==> config.mk <==
export PLATFORM = sky130hd
export DESIGN_NAME = baud_ctrl
export DESIGN_NICKNAME = d
export VERILOG_FILES = /design/src/include/baud_ctrl_pkg.sv /design/src/verilog/baud_ctrl.sv /design/src/verilog/baud_tick_gen.sv /design/src/verilog/pin_route.sv
export SDC_FILE = /design/constraint.sdc
export NUM_CORES = 1
export LEC_CHECK = 0
export ABC_AREA = 1
export BUFFER_PORTS_ARGS = -buffer_cell sky130_fd_sc_hd__buf_2
export CORE_ASPECT_RATIO = 0.6
export CORE_MARGIN = 4
export CORE_UTILIZATION = 45
export DETAILED_ROUTE_END_ITERATION = 8
export PLACE_DENSITY = 0.74
export SLEW_MARGIN = 20
export SYNTH_ARGS = -nofsm -noshare
export SYNTH_HDL_FRONTEND = slang
export SYNTH_HIERARCHICAL = 1
export SYNTH_SLANG_ARGS = --single-unit
==> constraint.sdc <==
create_clock -name mclk -period 4.1 [get_ports mclk]
set_input_delay 0.41 -clock mclk [delete_from_list [all_inputs] [get_ports mclk]]
set_output_delay 0.41 -clock mclk [all_outputs]
set_load 0.02 [all_outputs]
==> src/include/baud_ctrl_pkg.sv <==
// Purpose: Shared constants and types for the serial port baud rate front end
// Assumes: 8-bit register port on mclk, synchronous active-high reset
// Notes: Offsets are word indexes on the plain register port
package baud_ctrl_pkg;
   localparam int ADDR_W = 4;
   localparam int DATA_W = 8;
   localparam int DIV_W = 13;
   localparam int OVS = 16;
   // Register offsets
   localparam logic [3:0] OFF_BDH = 4'h0;
   localparam logic [3:0] OFF_BDL = 4'h1;
   localparam logic [3:0] OFF_CTRL = 4'h2;
   localparam logic [3:0] OFF_OPT = 4'h3;
   localparam logic [3:0] OFF_IRQ_STAT = 4'h4;
   localparam logic [3:0] OFF_IRQ_MASK = 4'h5;
   // Field positions
   localparam int BDH_BRK_IE_BIT = 7;
   localparam int BDH_EDGE_IE_BIT = 6;
   localparam int CTRL_RX_ON_BIT = 2;
   localparam int CTRL_TX_ON_BIT = 3;
   localparam int OPT_PIN_POS_BIT = 0;
   localparam int STAT_BRK_BIT = 0;
   localparam int STAT_EDGE_BIT = 1;
   // Reset values and last oversampling count
   localparam logic [7:0] BDH_RST = 8'h00;
   localparam logic [7:0] BDL_RST = 8'h04;
   localparam logic [7:0] CTRL_RST = 8'h00;
   localparam logic [7:0] MASK_RST = 8'h00;
   localparam logic [3:0] OVS_LAST = 4'hf;

   typedef struct packed {
      logic [ADDR_W-1:0] addr;
      logic [DATA_W-1:0] wdata;
      logic wr;
      logic rd;
   } reg_req_t;

   typedef struct packed {
      logic txd;
      logic rxd;
   } serial_pins_t;

   typedef enum logic [1:0] {
      GEN_OFF = 2'b00,
      GEN_ARMED = 2'b01,
      GEN_RUN = 2'b10
   } gen_state_t;
endpackage : baud_ctrl_pkg

==> src/verilog/baud_ctrl.sv <==
// Purpose: Baud divisor registers, interrupt gating and pin position of the serial port
// Assumes: Register port strobes are one cycle; rdata valid the cycle after rd
// Notes: Framing and shifting live elsewhere; this block supplies their ticks
// Function
// - Second port pins: sel 0 gives port F bits 0/1, sel 1 port E 6/7
// - High divisor write buffers bits 4:0, its enable bits 7:6 apply at once; low divisor write commits both halves
// - Low divisor resets nonzero; generator idle until rx or tx enabled
// - Divisor zero stops the generator completely
// - Bit rate equals bus clock over sixteen times divisor
// - Divisor bits 12:8 in high bits 4:0, bits 7:0 in low
// - High bit 7 gates line-break flag onto interrupt request
// - High bit 6 gates receive-edge flag onto interrupt request
//
// Chosen here: strobed register access and the placing of the registers.
`timescale 1ns/1ns
module baud_ctrl #(
   parameter int DIV_W = 13
) (
   input wire logic mclk,
   input wire logic rst,
   input baud_ctrl_pkg::reg_req_t req,
   output logic [baud_ctrl_pkg::DATA_W-1:0] rdata,
   input wire logic line_break_detect_flag,
   input wire logic receive_edge_flag,
   input wire logic second_port_transmit_pin,
   output logic second_port_receive_pin,
   output baud_ctrl_pkg::serial_pins_t port_f_out,
   output baud_ctrl_pkg::serial_pins_t port_f_oe,
   input baud_ctrl_pkg::serial_pins_t port_f_in,
   output baud_ctrl_pkg::serial_pins_t port_e_out,
   output baud_ctrl_pkg::serial_pins_t port_e_oe,
   input baud_ctrl_pkg::serial_pins_t port_e_in,
   output logic rx_on_switch,
   output logic tx_on_switch,
   output logic ovs_tick,
   output logic bit_tick,
   output logic break_irq,
   output logic edge_irq,
   output logic irq
);
   import baud_ctrl_pkg::*;

   logic [7:0] bdh_r;
   logic [4:0] hi_buf_r;
   logic [DIV_W-1:0] baud_divisor_value;
   logic [7:0] bdl_r;
   logic [7:0] ctrl_r;
   logic pin_sel_r;
   logic [1:0] stat_r;
   logic [1:0] stat_nxt;
   logic [1:0] mask_r;
   logic brk_q_r;
   logic edge_q_r;
   logic [1:0] event_now;
   gen_state_t gen_r;
   gen_state_t gen_nxt;
   logic wr_bdh;
   logic wr_bdl;
   logic wr_ctrl;
   logic wr_opt;
   logic wr_mask;
   logic rd_stat;

   // Address decode for writes
   always_comb begin
      wr_bdh = 1'b0;
      wr_bdl = 1'b0;
      wr_ctrl = 1'b0;
      wr_opt = 1'b0;
      wr_mask = 1'b0;
      if (req.wr && req.addr == OFF_BDH) begin
         wr_bdh = 1'b1;
      end else if (req.wr && req.addr == OFF_BDL) begin
         wr_bdl = 1'b1;
      end else if (req.wr && req.addr == OFF_CTRL) begin
         wr_ctrl = 1'b1;
      end else if (req.wr && req.addr == OFF_OPT) begin
         wr_opt = 1'b1;
      end else if (req.wr && req.addr == OFF_IRQ_MASK) begin
         wr_mask = 1'b1;
      end
   end
   assign rd_stat = req.rd && (req.addr == OFF_IRQ_STAT);

   // Enable bits and buffered high half; working high half loads from the buffer on a low write
   always_ff @(posedge mclk) begin
      if (rst) begin
         bdh_r <= BDH_RST;
         hi_buf_r <= BDH_RST[4:0];
      end else if (wr_bdh) begin
         bdh_r[7:6] <= req.wdata[7:6];
         hi_buf_r <= req.wdata[4:0];
      end else if (wr_bdl) begin
         bdh_r[4:0] <= hi_buf_r;
      end
   end

   // Low half; its write also commits the buffered high half above
   always_ff @(posedge mclk) begin
      if (rst) begin
         bdl_r <= BDL_RST;
      end else if (wr_bdl) begin
         bdl_r <= req.wdata;
      end
   end

   // Thirteen-bit divisor assembled from both registers
   assign baud_divisor_value = {bdh_r[4:0], bdl_r};

   // Receiver and transmitter switches
   always_ff @(posedge mclk) begin
      if (rst) begin
         ctrl_r <= CTRL_RST;
      end else if (wr_ctrl) begin
         ctrl_r <= req.wdata;
      end
   end
   assign rx_on_switch = ctrl_r[CTRL_RX_ON_BIT];
   assign tx_on_switch = ctrl_r[CTRL_TX_ON_BIT];

   // Pin position select, default port F
   always_ff @(posedge mclk) begin
      if (rst) begin
         pin_sel_r <= 1'b0;
      end else if (wr_opt) begin
         pin_sel_r <= req.wdata[OPT_PIN_POS_BIT];
      end
   end

   // Generator stays off from reset until either switch is first written to one,
   // then follows the switches; a zero divisor parks it regardless
   always_comb begin
      gen_nxt = gen_r;
      case (gen_r)
         GEN_OFF: begin
            if (rx_on_switch || tx_on_switch) begin
               gen_nxt = GEN_ARMED;
            end
         end
         GEN_ARMED: begin
            if (baud_divisor_value != '0) begin
               gen_nxt = GEN_RUN;
            end
         end
         GEN_RUN: begin
            if (baud_divisor_value == '0) begin
               gen_nxt = GEN_ARMED;
            end else if (!(rx_on_switch || tx_on_switch)) begin
               gen_nxt = GEN_OFF;
            end
         end
         default: gen_nxt = GEN_OFF;
      endcase
   end

   always_ff @(posedge mclk) begin
      if (rst) begin
         gen_r <= GEN_OFF;
      end else begin
         gen_r <= gen_nxt;
      end
   end

   // Counter reloads at the divisor; sixteen ticks per bit
   baud_tick_gen #(
      .DIV_W(DIV_W)
   ) u_tick (
      .mclk(mclk),
      .rst(rst),
      .run(gen_r == GEN_RUN),
      .div(baud_divisor_value),
      .ovs_tick(ovs_tick),
      .bit_tick(bit_tick)
   );

   // Second port pin steering
   pin_route u_route (
      .sel(pin_sel_r),
      .txd(second_port_transmit_pin),
      .rxd(second_port_receive_pin),
      .f_out(port_f_out),
      .f_oe(port_f_oe),
      .f_in(port_f_in),
      .e_out(port_e_out),
      .e_oe(port_e_oe),
      .e_in(port_e_in)
   );

   // Level requests gated by the enable bits in the high divisor register
   assign break_irq = bdh_r[BDH_BRK_IE_BIT] && line_break_detect_flag;
   assign edge_irq = bdh_r[BDH_EDGE_IE_BIT] && receive_edge_flag;

   // Rising edges of the flags are the events for the sticky status
   always_ff @(posedge mclk) begin
      if (rst) begin
         brk_q_r <= 1'b0;
         edge_q_r <= 1'b0;
      end else begin
         brk_q_r <= line_break_detect_flag;
         edge_q_r <= receive_edge_flag;
      end
   end
   assign event_now[STAT_BRK_BIT] = line_break_detect_flag && !brk_q_r;
   assign event_now[STAT_EDGE_BIT] = receive_edge_flag && !edge_q_r;

   // Read clears, but an event in the same cycle survives the clear
   always_comb begin
      stat_nxt = rd_stat ? 2'h0 : stat_r;
      stat_nxt = stat_nxt | event_now;
   end

   always_ff @(posedge mclk) begin
      if (rst) begin
         stat_r <= 2'h0;
      end else begin
         stat_r <= stat_nxt;
      end
   end

   always_ff @(posedge mclk) begin
      if (rst) begin
         mask_r <= MASK_RST[1:0];
      end else if (wr_mask) begin
         mask_r <= req.wdata[1:0];
      end
   end

   // Single level interrupt: gated flags or unmasked sticky events
   assign irq = break_irq || edge_irq || |(stat_r & mask_r);

   // Read data registered, valid the cycle after the strobe only
   always_ff @(posedge mclk) begin
      if (rst) begin
         rdata <= 8'h00;
      end else if (!req.rd) begin
         rdata <= 8'h00;
      end else if (req.addr == OFF_BDH) begin
         rdata <= {bdh_r[7:6], 1'b0, bdh_r[4:0]};
      end else if (req.addr == OFF_BDL) begin
         rdata <= bdl_r;
      end else if (req.addr == OFF_CTRL) begin
         rdata <= ctrl_r;
      end else if (req.addr == OFF_OPT) begin
         rdata <= {7'h00, pin_sel_r};
      end else if (req.addr == OFF_IRQ_STAT) begin
         rdata <= {6'h00, stat_r};
      end else if (req.addr == OFF_IRQ_MASK) begin
         rdata <= {6'h00, mask_r};
      end else begin
         rdata <= 8'h00;
      end
   end
endmodule : baud_ctrl

==> src/verilog/baud_tick_gen.sv <==
// Purpose: Modulo counter giving the oversampling tick and the bit tick
// Assumes: div is stable or a change applies at once to the count already in progress
// Notes: Counter frozen at zero while disabled to save switching
`timescale 1ns/1ns
module baud_tick_gen #(
   parameter int DIV_W = 13
) (
   input wire logic mclk,
   input wire logic rst,
   input wire logic run,
   input wire logic [DIV_W-1:0] div,
   output logic ovs_tick,
   output logic bit_tick
);
   import baud_ctrl_pkg::*;
   logic [DIV_W-1:0] cnt_r;
   logic [3:0] ovs_r;
   logic zero_div;

   assign zero_div = (div == '0);

   // Divide mclk by div; a held counter draws no switching current
   always_ff @(posedge mclk) begin
      if (rst || !run || zero_div) begin
         cnt_r <= '0;
      end else if (cnt_r >= div - DIV_W'(1)) begin
         cnt_r <= '0;
      end else begin
         cnt_r <= cnt_r + DIV_W'(1);
      end
   end

   // Tick pulse registered so downstream sees a clean one-cycle strobe
   always_ff @(posedge mclk) begin
      if (rst) begin
         ovs_tick <= 1'b0;
      end else begin
         ovs_tick <= run && !zero_div && (cnt_r >= div - DIV_W'(1));
      end
   end

   // Sixteen oversampling ticks make one bit time
   always_ff @(posedge mclk) begin
      if (rst || !run || zero_div) begin
         ovs_r <= '0;
         bit_tick <= 1'b0;
      end else begin
         bit_tick <= ovs_tick && (ovs_r == OVS_LAST);
         if (ovs_tick) begin
            ovs_r <= ovs_r + 4'h1;
         end
      end
   end
endmodule : baud_tick_gen

==> src/verilog/pin_route.sv <==
// Purpose: Route second port transmit and receive onto one of two pin pairs
// Assumes: Unselected pins are left undriven and released to general I/O
// Notes: Receive from the unselected pair is ignored
`timescale 1ns/1ns
module pin_route (
   input wire logic sel,
   input wire logic txd,
   output logic rxd,
   output baud_ctrl_pkg::serial_pins_t f_out,
   output baud_ctrl_pkg::serial_pins_t f_oe,
   input baud_ctrl_pkg::serial_pins_t f_in,
   output baud_ctrl_pkg::serial_pins_t e_out,
   output baud_ctrl_pkg::serial_pins_t e_oe,
   input baud_ctrl_pkg::serial_pins_t e_in
);
   import baud_ctrl_pkg::*;
   // Port F bits 0/1 when sel is 0, port E bits 6/7 when sel is 1
   always_comb begin
      f_out = '{txd: txd, rxd: 1'b0};
      e_out = '{txd: txd, rxd: 1'b0};
      f_oe = '{txd: !sel, rxd: 1'b0};
      e_oe = '{txd: sel, rxd: 1'b0};
      rxd = sel ? e_in.rxd : f_in.rxd;
   end
endmodule : pin_route
After elaboration in Yosys (flattened, before gate mapping)
Cells that the tools add are included.
{ "op_classes": {"addsub": 3, "n_lt_le_gt_ge": 1, "eq_ne": 11, "n_mux": 28, "n_bitwise": 4, "reduce_logical": 33} }
{ "op_table": {"columns": ["cell", "count"], "rows": [
  ["$mux 8", 3],
  ["$mux 1", 16],
  ["$mux 2", 8],
  ["$add 13x1->13 const B", 1],
  ["$ge 13x13->1", 1],
  ["$logic_and 1x1->1", 13],
  ["$logic_not 13->1", 1],
  ["$reduce_bool 13->1", 1],
  ["$sub 13x1->13 const B", 1],
  ["$eq 4x2->1 const B", 2],
  ["$eq 4x3->1 const B", 2],
  ["$pmux 2 s3", 1],
  ["$reduce_or 2->1", 3],
  ["$logic_not 1->1", 5],
  ["$logic_or 1x1->1", 5],
  ["$add 4x1->4 const B", 1],
  ["$eq 4x1->1 const B", 1],
  ["$eq 4x4->1 const B", 1],
  ["$logic_not 4->1", 1],
  ["$ne 2x2->1 const B", 2],
  ["$ne 3x3->1 const B", 1],
  ["$reduce_and 3->1", 1],
  ["$reduce_or 3->1", 1],
  ["$and 2x2->2", 1],
  ["6 further kinds", 7]
]} }
{ "totals": {"register_bits": 64, "input_bits": 23, "out_inout_bits": 24} }

Logic depth before layout (Yosys ltp)
{ "logic_depth": {"ltp_word": 7, "ltp_mapped": 17, "ltp_nobuf": 16} }

Cells and area by module
The synthesis kept the hierarchy.
{ "modules_own_cells": {"columns": ["module", "n_inst", "cells_each", "area_per_inst_um2", "seq_area_each_um2"], "rows": [
  ["baud_ctrl", 1, 256, 1871.8, 900.9],
  ["baud_tick_gen", 1, 194, 1432.6, 380.4],
  ["pin_route", 1, 12, 76.3, 0.0]
]} }

Worst setup path after synthesis
Ideal clock, no wire load.
{ "synth_path": {"kind": "register to register", "from": "register bdl_r[0]", "to": "register u_tick.cnt_r[5]", "setup_ns": 0.117, "arrival_time_ns": 2.025, "slack_ns": 1.958, "path_stages_with_launch": 16, "n_path_buf": 1, "synth_period_minus_slack_ns": 2.142, "path_cell_list": "dfxtp_1 inv_1 ha_1 nand2_1 nor2_1 nand2_1 xor2_1 ha_1 nand2_1 inv_1 nand2_2 a21oi_1 nor2_4 nand3_2 buf_6 nor2_2"} }
{ "synth_via": {"elab_chain_cells": 3, "elab_cells_between_ends": 5, "classes_between": "add/sub: 1; order compare: 1; reduce/logical: 3"} }
{ "synth_rtl": {"columns": ["element", "line", "rtl"], "rows": [
  ["from (decl)", "baud_ctrl.sv:46", "logic [7:0] bdl_r;"],
  ["from (signal assigned)", "baud_ctrl.sv:103", "bdl_r <= req.wdata;"],
  ["$sub 13x1->13 / $logic_not 13->1 (equally long branches)", "baud_tick_gen.sv:26, baud_tick_gen.sv:20", null],
  ["$ge 13x13->1 / $logic_or 1x1->1 (equally long branches)", "baud_tick_gen.sv:26, baud_tick_gen.sv:24", null],
  ["$reduce_or 2->1 (no source line) (*)", null, null],
  ["to (signal assigned)", "baud_tick_gen.sv:29", "cnt_r <= cnt_r + DIV_W'(1);"],
  ["to (decl)", "baud_tick_gen.sv:16", "logic [DIV_W-1:0] cnt_r;"]
]} }
Mark *: on every way between the ends. The rest lies on a longest branch, timed or not.
A chain may end at the register's enable or synchronous reset.

Final worst setup path
{ "layout_path": {"from": "register bdl_r[0]", "to": "register u_tick.cnt_r[12]"} }
The elaborated chain is that of the path after synthesis.

==> reports/qor.csv <==
metric,value,unit
library cells used by synthesis,31,
Max Transition Viols Final,0,
Die Y,75.14,um
Finished Core Util,0.5372,
required time worst endpoint,4.36,ns
Area contributors post-synth,"dfxtp_1, nor2_1, nand2_1, ha_1, o21ai_0",
nets@finish,539,
DR vias,3082,
Core Rows,24,
clock sinks,64,
Clk Tree Root Cell,clkbuf_16,
Die ar.,9009,sq um
post-detail-place hpwl,6128,um
vias in the first global route,2578,
status,completed,
ratio of cells with drive above 1 in the final layout,0.1825,
Starting DRT DRC Count,285,
RSZ-0062 raised after global routing,no,
Initial Utilization,0.4652,
DR WL/cell,13.38,um
pwr/cell area,387.5,nW/um^2
Final Cycle Share,0.6484,
Register-to-Register Path Depth,16,
Post-Route WL,8137,um
Leak,1.738,nW
# DRC,0,
grt total ovfl,0,
worst-margin pin slew,0.6592,ns
CTS HTree Levels,3,
register bit total from synthesis,64,
Post-CTS Setup Inserts,0,
Synth Cell Area,3381,sq um
Hold Crit Depth,3,
GRT Util Overall,0.1849,
"Clk pin slew, worst setup/hold paths",0.06,ns
drt pass-1 iters,5,
die width,119.9,um
Vias/cell,5.069,
final hold violations,0,
area growth from synthesis to layout,15.47,%
shortest period the worst path allows,2.658,ns
register area share after synthesis,0.3790,
post-cts hold buffer count,0,
Fmax,376.2,MHz
Inserted Diodes,0,
Design Power,1.513,mW
Routed Antenna Nets,0,
Worst slew margin,0.5601,
initial antenna violation count,0,
final setup vio count,0,
Clock Latency Late Sink,0.34,ns
core box area,7267,sq um
total CTS buffers,9,
Clock Skew,0.007845,ns
hold slack final,0.3203,ns
Max Cap Viol,0,
Worst Hold Class,input pin to register,
Ports,47,
PostCTS Resize Cnt,0,
IO Port Bufs,37,
CP Class,register to register,
TNS Setup,0,ns
"area leader, netlist",dfxtp_1,
crit-path max FO,13,
CTS tree,done,
CP arrival,2.92,ns
crit end category,register,
Worst Setup Start Kind,register,
RePlAce Congestion,0.8912,
global-route wire length before repair,12740,um
synth warn,6,
Peak VDD IR,0.2103,mV
maximum root-to-sink buffer count,2,
post-synth top area share,0.3790,
Post-Syn Instances,462,
syn_area_per_cell,7.318,sq um
pin count of the biggest net entering global routing,26,
[registers in the layout, summed over array words and instances (netlist names)]
name,flops
bdl_r,8
mask_r,2
edge_q_r,1
u_tick/cnt_r,13
stat_r,2
u_tick/ovs_tick,1
pin_sel_r,1
u_tick/ovs_r,4
u_tick/bit_tick,1
gen_r,2
bdh_r,7
brk_q_r,1
ctrl_r,8
rdata,8
hi_buf_r,5
[Yosys cell counts]
| library cell | instances |
|---|---|
| o21ai_0 | 38 |
| ha_1 | 17 |
| nor3b_1 | 1 |
| nand4_1 | 3 |
| nor4_1 | 1 |
| a21oi_2 | 1 |
| inv_1 | 46 |
| nor2_2 | 15 |
| or2_2 | 2 |
| nor3_4 | 1 |
| xor2_1 | 14 |
| or3_1 | 1 |
| nand2_1 | 74 |
| nor2_4 | 6 |
| xnor2_1 | 8 |
| clkbuf_1 | 3 |
| conb_1 | 1 |
| and3b_4 | 1 |
| nand3b_1 | 1 |
| dfxtp_1 | 64 |
| inv_2 | 6 |
| o211ai_1 | 2 |
| buf_6 | 4 |
| buf_4 | 7 |
| a21oi_1 | 32 |
| nand2_2 | 5 |
| nor3_1 | 5 |
| or2_1 | 2 |
| nand3_2 | 2 |
| nor2_1 | 79 |
| nand3_1 | 20 |
[kinds of logic (layout without fill, tap and decap cells)]
| family | after synthesis | after routing | synth area share |
|---|---|---|---|
| other cells | 1 | 4 | 0.001109 |
| xor+xnor | 22 | 22 | 0.05700 |
| flops | 64 | 64 | 0.3790 |
| compound gates | 73 | 73 | 0.1107 |
| buf+inv | 66 | 105 | 0.08993 |
| fa+ha+maj | 17 | 17 | 0.06292 |
| simple gates | 219 | 219 | 0.2994 |
[where the power goes]
group / switching, mW / internal (mW) / leakage (nW) / total [mW]
combinational: 0.0675 / 0.0319 / 1.08 / 0.0995
clock: 0.294 / 0.476 / 0.143 / 0.770
sequential: 0.0108 / 0.632 / 0.518 / 0.643
[cell type report]
class | instances | area [sq um]
Timing Repair Buffer | 37 | 185.2
Inverter | 52 | 195.2
Multi-Input combinational cell | 335 | 1807
Sequential cell | 64 | 1281
Clock buffer | 9 | 225.2
Clock inverter | 7 | 80.08
Tap cell | 104 | 130.1
Fill cell | 702 | 3363
[metrics by stage]
| step | setup slack, ns | std cells | area, sq um |
|---|---|---|---|
| final | 1.442 | 608 | 3904 |
| after floorplan | 1.958 | 465 | 3392 |
| after global placement | 1.475 | 592 | 3598 |
| after detailed placement | 1.467 | 592 | 3598 |
| after global routing | 1.167 | 608 | 3904 |
| after CTS | 1.454 | 608 | 3904 |
[placed cells by master, fill, tap and decap left out]
cell         n
clkinvlp_4   2
nand3b_1     1
inv_1       46
nand3_2      2
nor3_1       5
o21ai_0     38
inv_6        2
nor2_2      15
nor3_4       1
and3b_4      1
bufinv_16    1
nor4_1       1
nor3b_1      1
nand2_1     74
xor2_1      14
nor2_4       6
a21oi_2      1
xnor2_1      8
nor2_1      79
nand2_2      5
clkinv_4     2
o211ai_1     2
nand4_1      3
conb_1       4
or3_1        1
buf_2       37
or2_2        2
clkbuf_16    9
nand3_1     20
a21oi_1     32
inv_2        6
dfxtp_1     64
ha_1        17
or2_1        2
[worst max-delay path, cell delays in order, from the launching register on]
cell     delay, ns
dfxtp_1       0.48
inv_1         0.13
ha_1          0.24
nand2_1       0.14
inv_1         0.08
nand2_1       0.09
xor2_1        0.15
ha_1          0.26
nand2_1       0.08
inv_2         0.04
nand2_2       0.08
nor2_1        0.05
nand2_1       0.08
nand2_1       0.09
nor2_4        0.10
nand3_2       0.30
nor2_1        0.18
[final timing paths]
kind | end | slack [ns] | startpoint
max | u_tick/cnt_r[12]$_SDFF_PP0_ | 1.44 | bdl_r[0]$_SDFFE_PP0P_
min | brk_q_r$_SDFF_PP0_ | 0.32 | line_break_detect_flag
max reg2reg | u_tick/cnt_r[12]$_SDFF_PP0_ | 1.44 | bdl_r[0]$_SDFFE_PP0P_
min reg2reg | u_tick/bit_tick$_SDFF_PP0_ | 0.46 | u_tick/ovs_r[3]$_SDFFE_PP0P_
[per-layer routing]
metal	part of all wire	wire length, um	global-route usage	vias up
li1	-	-	-	1538
met1	0.49	4021	0.2739	1399
met2	0.40	3237	0.2568	129
met3	0.094	763	0.05255	16
met4	0.014	114	0.06091	0
met5	0	0	0	-
Power figures use the tool's default switching activity.
